`config.mk`:
```
export PLATFORM = sky130hd
export DESIGN_NAME = urm_uart_regs
export DESIGN_NICKNAME = d
export VERILOG_FILES = /design/src/urm_uart_regs.v /design/src/urm_shifter.v
export VERILOG_INCLUDE_DIRS = /design/src
export SDC_FILE = /design/constraint.sdc
export NUM_CORES = 1
export LEC_CHECK = 0
export ABC_AREA = 1
export ABC_CLOCK_PERIOD_IN_PS = 2650
export BUFFER_PORTS_ARGS = -buffer_cell sky130_fd_sc_hd__buf_2
export CORE_MARGIN = 8
export CORE_UTILIZATION = 54
export DETAILED_ROUTE_END_ITERATION = 10
export PLACE_DENSITY_LB_ADDON = 0.1
export SETUP_SLACK_MARGIN = 0.2
export SYNTH_ARGS = -nofsm -noshare
export SYNTH_HDL_FRONTEND = slang
export SYNTH_HIERARCHICAL = 1
export SYNTH_SLANG_ARGS = --single-unit
```
`constraint.sdc`:
```
create_clock -name core_clk -period 2.65 [get_ports core_clk]
set_clock_uncertainty 0.1 [all_clocks]
set_input_delay 0.3975 -clock core_clk [delete_from_list [all_inputs] [get_ports core_clk]]
set_output_delay 0.3975 -clock core_clk [all_outputs]
set_load 0.03 [all_outputs]
```
`src/urm_defines.vh`:
```
`ifndef URM_DEFINES_VH
`define URM_DEFINES_VH
`define URM_OFS_DATA 3'h0
`define URM_OFS_IEN 3'h1
`define URM_OFS_IID 3'h2
`define URM_OFS_LFC 3'h3
`define URM_OFS_MOC 3'h4
`define URM_OFS_LST 3'h5
`define URM_OFS_MIS 3'h6
`define URM_OFS_SCR 3'h7
`define URM_IEN_RX 0
`define URM_IEN_TX 1
`define URM_IEN_LINE 2
`define URM_IEN_MODEM 3
`define URM_IEN_MASK 8'h0f
`define URM_LFC_DIVISOR_ACCESS_SELECT 7
`define URM_MOC_MASK 8'h1f
`define URM_LST_RESET 8'h60
`define URM_LST_DR 0
`define URM_LST_TX_HOLDING_EMPTY_FLAG 5
`define URM_LST_TEMT 6
`define URM_LST_ERR 1
`define URM_FLAG_W 4
`define URM_IID_NONE 8'h01
`define URM_IID_LINE 8'h06
`define URM_IID_RX 8'h04
`define URM_IID_TX 8'h02
`define URM_IID_MODEM 8'h00
`define URM_MIS_DCD 3
`endif

```
`src/urm_uart_regs.v`:
```
`timescale 1ns/1ps
`include "urm_defines.vh"
module urm_uart_regs #(
  parameter WIDTH = 8
) (
  input wire core_clk,
  input wire rst,
  input wire [2:0] addr,
  input wire cs,
  input wire rd_stb,
  input wire wr_stb,
  input wire [7:0] wr_data,
  output reg [7:0] rd_data,
  input wire rx_char_valid,
  input wire [7:0] rx_char,
  input wire [3:0] line_err_set,
  input wire tx_taken,
  input wire tx_idle,
  input wire tx_shift_en,
  output wire tx_serial_out,
  input wire [3:0] modem_pins,
  output reg [7:0] tx_holding_q,
  output wire tx_holding_full,
  output wire [15:0] baud_divisor,
  output wire [7:0] line_format_control,
  output wire [4:0] modem_output_control,
  output wire interrupt_output
);
  reg [3:0] ien_q;
  reg [7:0] lfc_q, moc_q, scr_q, dll_q, dlm_q, rbr_q;
  reg dr_q, tx_holding_empty_flag_q, tx_holding_empty_flag_irq_q;
  reg [3:0] lerr_q;
  reg [3:0] delta_q;
  reg [3:0] pin_s1_q, pin_s2_q, pin_prev_q;
  reg [7:0] iid_d;
  wire [3:0] lerr_d;
  wire [3:0] delta_d;

  // Offset compare, shared by the strobe decodes; the read data mux cases on addr directly
  function sel_hit;
    input [2:0] a;
    input [2:0] ofs;
    begin
      sel_hit = (a == ofs);
    end
  endfunction

  // Line status byte built from named bit positions
  function [7:0] lst_pack;
    input ready;
    input [3:0] errs;
    input hold_empty;
    input all_empty;
    begin
      lst_pack = 8'h00;
      lst_pack[`URM_LST_DR] = ready;
      lst_pack[`URM_LST_ERR +: `URM_FLAG_W] = errs;
      lst_pack[`URM_LST_TX_HOLDING_EMPTY_FLAG] = hold_empty;
      lst_pack[`URM_LST_TEMT] = all_empty;
    end
  endfunction

  // Divisor bytes shadow data and enables while divisor_access_select is set
  wire divisor_access_select = lfc_q[`URM_LFC_DIVISOR_ACCESS_SELECT];
  wire wr = cs & wr_stb;
  wire rd = cs & rd_stb;
  wire rd_rbr = rd & sel_hit(addr, `URM_OFS_DATA) & ~divisor_access_select;
  wire wr_thr = wr & sel_hit(addr, `URM_OFS_DATA) & ~divisor_access_select;
  wire wr_dll = wr & sel_hit(addr, `URM_OFS_DATA) & divisor_access_select;
  wire wr_dlm = wr & sel_hit(addr, `URM_OFS_IEN) & divisor_access_select;
  wire wr_ien = wr & sel_hit(addr, `URM_OFS_IEN) & ~divisor_access_select;
  wire wr_scr = wr & sel_hit(addr, `URM_OFS_SCR);
  wire rd_lst = rd & sel_hit(addr, `URM_OFS_LST);
  wire rd_mis = rd & sel_hit(addr, `URM_OFS_MIS);
  wire rd_iid = rd & sel_hit(addr, `URM_OFS_IID);
  wire [3:0] pin_chg = pin_s2_q ^ pin_prev_q;
  wire src_line = ien_q[`URM_IEN_LINE] & (|lerr_q);
  wire src_rx = ien_q[`URM_IEN_RX] & dr_q;
  wire src_tx = ien_q[`URM_IEN_TX] & tx_holding_empty_flag_irq_q;
  wire src_modem = ien_q[`URM_IEN_MODEM] & (|delta_q);
  // All four gated by their enable; all clear means silent
  assign interrupt_output = src_line | src_rx | src_tx | src_modem;
  assign baud_divisor = {dlm_q, dll_q};
  assign line_format_control = lfc_q;
  assign modem_output_control = moc_q[4:0];
  assign tx_holding_full = ~tx_holding_empty_flag_q;

  genvar g;
  generate
    for (g = 0; g < `URM_FLAG_W; g = g + 1) begin : g_sticky
      // A fresh event beats the clearing read, so none is lost
      assign lerr_d[g] = line_err_set[g] | (lerr_q[g] & ~rd_lst);
      assign delta_d[g] = pin_chg[g] | (delta_q[g] & ~rd_mis);
    end
  endgenerate

  // Pins are asynchronous: only the second stage and its delayed copy feed logic.
  // No reset, so the change detector wakes at the pin level and
  // reset release shows no false change; reset must last three clocks.
  always @(posedge core_clk) begin
    pin_s1_q <= modem_pins;
    pin_s2_q <= pin_s1_q;
    pin_prev_q <= pin_s2_q;
  end

  urm_shifter #(.WIDTH(WIDTH)) u_tx (
    .core_clk(core_clk),
    .rst(rst),
    .load(tx_taken),
    .load_data(tx_holding_q),
    .shift_en(tx_shift_en),
    .serial_in(1'b1),
    .serial_out(tx_serial_out),
    .shift_q()
  );

  always @* begin
    if (src_line) begin
      iid_d = `URM_IID_LINE;
    end else if (src_rx) begin
      iid_d = `URM_IID_RX;
    end else if (src_tx) begin
      iid_d = `URM_IID_TX;
    end else if (src_modem) begin
      iid_d = `URM_IID_MODEM;
    end else begin
      iid_d = `URM_IID_NONE;
    end
  end

  // Bytes that keep no reset value sit apart so reset does not
  // gate their load enables
  always @(posedge core_clk) begin
    if (wr_dll) begin
      dll_q <= wr_data;
    end
    if (wr_dlm) begin
      dlm_q <= wr_data;
    end
    if (wr_scr) begin
      scr_q <= wr_data;
    end
    if (wr_thr) begin
      tx_holding_q <= wr_data;
    end
    if (rx_char_valid) begin
      rbr_q <= rx_char;
    end
  end

  always @(posedge core_clk) begin
    if (rst) begin
      ien_q <= 4'h0;
      lfc_q <= 8'h00;
      moc_q <= 8'h00;
      dr_q <= 1'b0;
      tx_holding_empty_flag_q <= 1'b1;
      tx_holding_empty_flag_irq_q <= 1'b0;
      lerr_q <= 4'h0;
      delta_q <= 4'h0;
      rd_data <= 8'h00;
    end else begin
      if (wr_ien) begin
        ien_q <= wr_data[`URM_IEN_MODEM:`URM_IEN_RX];
      end
      if (wr & sel_hit(addr, `URM_OFS_LFC)) begin
        lfc_q <= wr_data;
      end
      if (wr & sel_hit(addr, `URM_OFS_MOC)) begin
        moc_q <= wr_data & `URM_MOC_MASK;
      end
      // A byte written as the shifter takes the old one leaves the
      // holding register full, so the write wins here
      if (wr_thr) begin
        tx_holding_empty_flag_q <= 1'b0;
      end else if (tx_taken) begin
        tx_holding_empty_flag_q <= 1'b1;
      end
      // Empty event wins over the identity read that would clear it
      if (tx_taken & ~wr_thr) begin
        tx_holding_empty_flag_irq_q <= 1'b1;
      end else if (wr_thr | (rd_iid & (iid_d == `URM_IID_TX))) begin
        tx_holding_empty_flag_irq_q <= 1'b0;
      end
      // New character wins over the buffer read
      if (rx_char_valid) begin
        dr_q <= 1'b1;
      end else if (rd_rbr) begin
        dr_q <= 1'b0;
      end
      // Sticky flags take their next value from the per-bit loop
      lerr_q <= lerr_d;
      delta_q <= delta_d;
      // Read data is registered and holds until the next read
      if (rd) begin
        case (addr)
          `URM_OFS_DATA: rd_data <= divisor_access_select ? dll_q : rbr_q;
          `URM_OFS_IEN: rd_data <= divisor_access_select ? dlm_q : {4'h0, ien_q};
          `URM_OFS_IID: rd_data <= iid_d;
          `URM_OFS_LFC: rd_data <= lfc_q;
          `URM_OFS_MOC: rd_data <= moc_q;
          `URM_OFS_LST: rd_data <= lst_pack(dr_q, lerr_q, tx_holding_empty_flag_q, tx_holding_empty_flag_q & tx_idle);
          `URM_OFS_MIS: rd_data <= {pin_s2_q, delta_q};
          `URM_OFS_SCR: rd_data <= scr_q;
          default: rd_data <= 8'h00;
        endcase
      end
    end
  end
endmodule // urm_uart_regs

```
`src/urm_shifter.v`:
```
`timescale 1ns/1ps
// Serial shifter core: loads byte, shifts out from bit 0.
module urm_shifter #(
  parameter WIDTH = 8
) (
  input wire core_clk,
  input wire rst,
  input wire load,
  input wire [WIDTH-1:0] load_data,
  input wire shift_en,
  input wire serial_in,
  output wire serial_out,
  output reg [WIDTH-1:0] shift_q
);
  reg [WIDTH-1:0] shift_d;
  assign serial_out = shift_q[0];
  always @* begin
    shift_d = shift_q;
    if (load) begin
      shift_d = load_data;
    end else if (shift_en) begin
      shift_d = {serial_in, shift_q[WIDTH-1:1]};
    end
  end
  always @(posedge core_clk) begin
    if (rst) begin
      shift_q <= {WIDTH{1'b0}};
    end else begin
      shift_q <= shift_d;
    end
  end
endmodule // urm_shifter

```
Yosys cells after proc, flatten, opt, wreduce, memory -nomap -nowiden. Index checks and enable logic that the tools add are counted.

Bits in read-only memories: 0. Input bits: 36. Bits in writable memories: 0. Bits in registers: 96. Bits in latches: 0. Output and inout bits: 48. Word-level logic and storage cells: 97. Memories kept: 0.

Multiplexer cells: 15. Bitwise operators: 49. Shift-type cells: 0. Magnitude comparators: 0. Divide/modulo/power cells: 0. Multiply operators: 0. Reduce and logical (&&, ||, !) cells: 7. Add/sub/neg operators: 0. Eq/ne operators: 8.

Operator list (number): 8-bit case mux with 8 select lines (1); 8-bit two-way mux (4); 1-bit AND (31); 3-bit == test (second input constant) (4); 1-bit OR (12); 8-bit by 2-bit == test with 1-bit output (second input constant) (1); 2-bit nonzero test (4); 4-bit OR reduction (2); 1-bit two-way mux (7); 3-bit by 2-bit == test with 1-bit output (second input constant) (2); 3-bit two-way mux (2); 1-bit NOT (5); 4-bit bitwise XOR (1); 3-bit by 1-bit == test with 1-bit output (second input constant) (1); 3-bit logical NOT (1); 2-bit two-way mux (1).

Depth between registers and ports, before layout.
Word-level depth: 11. Gate-level depth with buffers: 10. Depth with buffers taken out: 9.

Hierarchy. The synthesis kept the hierarchy.

Modules (own cells, without submodules): urm_uart_regs (cells an instance 368, area each 3479.6 µm², times used 1, seq. area each 2162.1 µm²); urm_shifter (cells an instance 67, area each 426.7 µm², times used 1, seq. area each 160.2 µm²).

Worst setup path after synthesis. Ideal clock, no wire load.

Path kind: register -> register. From: register lfc_q[7] (netlist: line_format_control[7]). To: register dll_q[0], enable pin. Path buffers: 1. Stages on the path, launching flop included: 4. Library setup time: 383 ps. Clock period less this slack: 2036 ps. Data arrival time: 1553 ps. Slack: 614 ps. Data required time: 2167 ps. Cells stage by stage: dfxtp_1 inv_1 clkbuf_1 nor3_1.

Cells in the longest elaborated chain, start to end: 1.

RTL lines: start: declaration (line urm_uart_regs.v:30) `reg [7:0] lfc_q, moc_q, scr_q, dll_q, dlm_q, rbr_q;`; start signal: assignment (line urm_uart_regs.v:167) `lfc_q <= wr_data;`; 1-bit AND (line urm_uart_regs.v:69) `` wire wr_dll = wr & sel_hit(addr, `URM_OFS_DATA) & divisor_access_select; ``; via wr_dll (line urm_uart_regs.v:69); end signal: assignment (line urm_uart_regs.v:135) `dll_q <= wr_data;`; end: declaration (line urm_uart_regs.v:30).

The timed path passes the listed nets, and every way through them passes these cells. A chain may end at the register's enable or synchronous reset.

Worst setup path after layout.
From: register lerr_q[0]. To: output interrupt_output.

Cells in the longest elaborated chain, start to end: 5.

RTL lines: start: declaration (line urm_uart_regs.v:32) `reg [3:0] lerr_q;`; start signal: assignment (line urm_uart_regs.v:192) `lerr_q <= lerr_d;`; 4-bit OR reduction (line urm_uart_regs.v:77) `` wire src_line = ien_q[`URM_IEN_LINE] & (|lerr_q); ``; 1-bit AND (line urm_uart_regs.v:77); 1-bit OR (3 in series) (line urm_uart_regs.v:82) `assign interrupt_output = src_line | src_rx | src_tx | src_modem;`; end: declaration (line urm_uart_regs.v:27) `output wire interrupt_output`.

No other way between the ends.

==> impl_metrics.toml <==
[yosys]
synth_warnings = 6
avgSynthCellArea_sq_um = 8.98
synth_nets = 470
synth_cells = 434
syn_area_sq_mm = 0.00390

[global_routing]
grt_max_degree = 26
antenna_found_initial = 0
grt-ovfl-total = 0
first_global_vias = 3232
grt.total_usage_pct = 21.1
grt_pass1_wl_um = 16500

[route]
vias_per_cell = 5.20
drt_iter0_drc = 192
wirelength_um = 10300
via_count = 3241
drt_pass1_iterations = 5
drc_errors = 0
wire_per_inst_um = 16.5
ant_nets = 0

[run]
cap_violations = 0

[critical_path]
crit_required_ps = 2150
critPathCaptureType = "output port"
worstPathMaxFanout = 3
worstSetupStartpointType = "flop"
path_class = "reg2out"
critPathArrivalTime_ps = 1400
ff2ff_setup_slack_ps = 890

[die]
die_w_um = 101
core_sq_mm = 0.00714
ioPinCount = 84
die_h_um = 101
start_util_pct = 54.6
rows = 31
die-area_sq_mm = 0.0102

[timing]
worst_pin_slew_ps = 623
min_period_ps = 1900
rsz0062_at_grt = "false"
fin_setup_tns_ps = 0
fin_crit_sh_pct = 71.7
hold_viol = 0
max_freq_mhz = 526
slew_violations = 0
setup_violations = 0
relSlewSlack_pct = 58.3

[layout]
stdcell_count = 623
synthToLayoutAreaGrowth_pct = 17.5
utilization_pct = 64.2
n_antenna_cell = 0
drive_gt1_share_pct = 22.9
nets = 555

[place]
placed_cells = 607
hpwl_um = 7740
port_buffers = 83
gp_congestion = 0.912

[clock_network]
ctsHtreeMaxLevel = 3
numCtsBuffers = 9
ctsResizeCount = 0
cts_setup_buffers = 0
cts_sinks = 96
cts_root_buffer = "clkbuf_8"
path_clk_slew_ps = 80
cts_max_path_buffers = 2
cts_tree = "yes"
insertion_delay_ps = 360
cts-hold-fix-buffers = 0

[worst_hold_path]
min_path_type = "in2reg"

[pwr]
peakVddDrop_uv = 450
p_leak_nw = 2.02
powerDensity_mw_per_mm2 = 613

[outcome]
status = "finished clean"
area by class of cell:
cell class	count	area [sq um]
Tap cell	99	124
Clock inverter	6	67.6
Inverter	41	156
Timing Repair Buffer	87	445
Fill cell	674	2550
Multi-Input combinational cell	284	1340
Sequential cell	96	2320
Clock buffer	10	128
worst max-delay path, stage by stage, from the launching register on:
cell	delay (ps)
dfxtp_1	350
nor2_1	110
nand2_1	80
a21oi_1	230
nand2_1	90
buf_2	190
cells in the final DEF (no fill, tap or decap), types with 3 or more instances in the layout:
| cell | count |
|---|---|
| a31oi_1 | 7 |
| buf_2 | 83 |
| dfxtp_1 | 56 |
| inv_2 | 5 |
| edfxtp_1 | 40 |
| buf_4 | 4 |
| o21ai_0 | 22 |
| nand4_1 | 11 |
| a21oi_1 | 40 |
| inv_1 | 35 |
| o21ai_1 | 8 |
| clkbuf_8 | 9 |
| nand3_1 | 12 |
| nor3_1 | 5 |
| nor2_1 | 35 |
| nor2_2 | 3 |
| nand2_1 | 120 |
| xnor2_1 | 4 |
state kept, by name (all words and copies together) (netlist names), 5 cells and up:
register / flops
tx_holding_q: 8
moc_q: 5
dll_q: 8
u_tx/shift_q: 8
scr_q: 8
rbr_q: 8
rd_data: 8
dlm_q: 8
line_format_control: 8
metrics by stage:
step,hold slack (ps),power (mW),worst slack [ps],cell area [sq um]
2_1_floorplan,210,1.81,614,3900
3_3_place_gp,217,1.90,848,4390
3_5_place_dp,214,1.90,785,4390
4_1_cts,24.6,2.83,739,4580
5_1_grt,16.8,2.92,626,4580
6_report,38.1,2.81,749,4580
path summary, 6_finish.rpt:
kind / startpoint / end / cells after the start
min: modem_pins[3] / pin_s1_q[3] / 1
min reg2reg: pin_s1_q[3] / pin_s2_q[3] / 0
max: lerr_q[0] / interrupt_output / 5
max reg2reg: line_format_control[7] / rd_data[0] / 10
report_power, final:
group | internal (mW) | switching (mW) | total (mW)
registers | 1.59 | 0.0323 | 1.62
clock network | 0.439 | 0.498 | 0.937
logic | 0.0799 | 0.168 | 0.248
per-layer routing:
| metal | GRT usage [%] | up-vias | wire length, um |
|---|---|---|---|
| li1 | - | 1606 | - |
| met1 | 27.7 | 1489 | 4500 |
| met2 | 32.8 | 133 | 4890 |
| met3 | 4.70 | 13 | 725 |
| met4 | 8.71 | 0 | 159 |
| met5 | 0 | - | 0 |
Power figures use the tool's default switching activity.
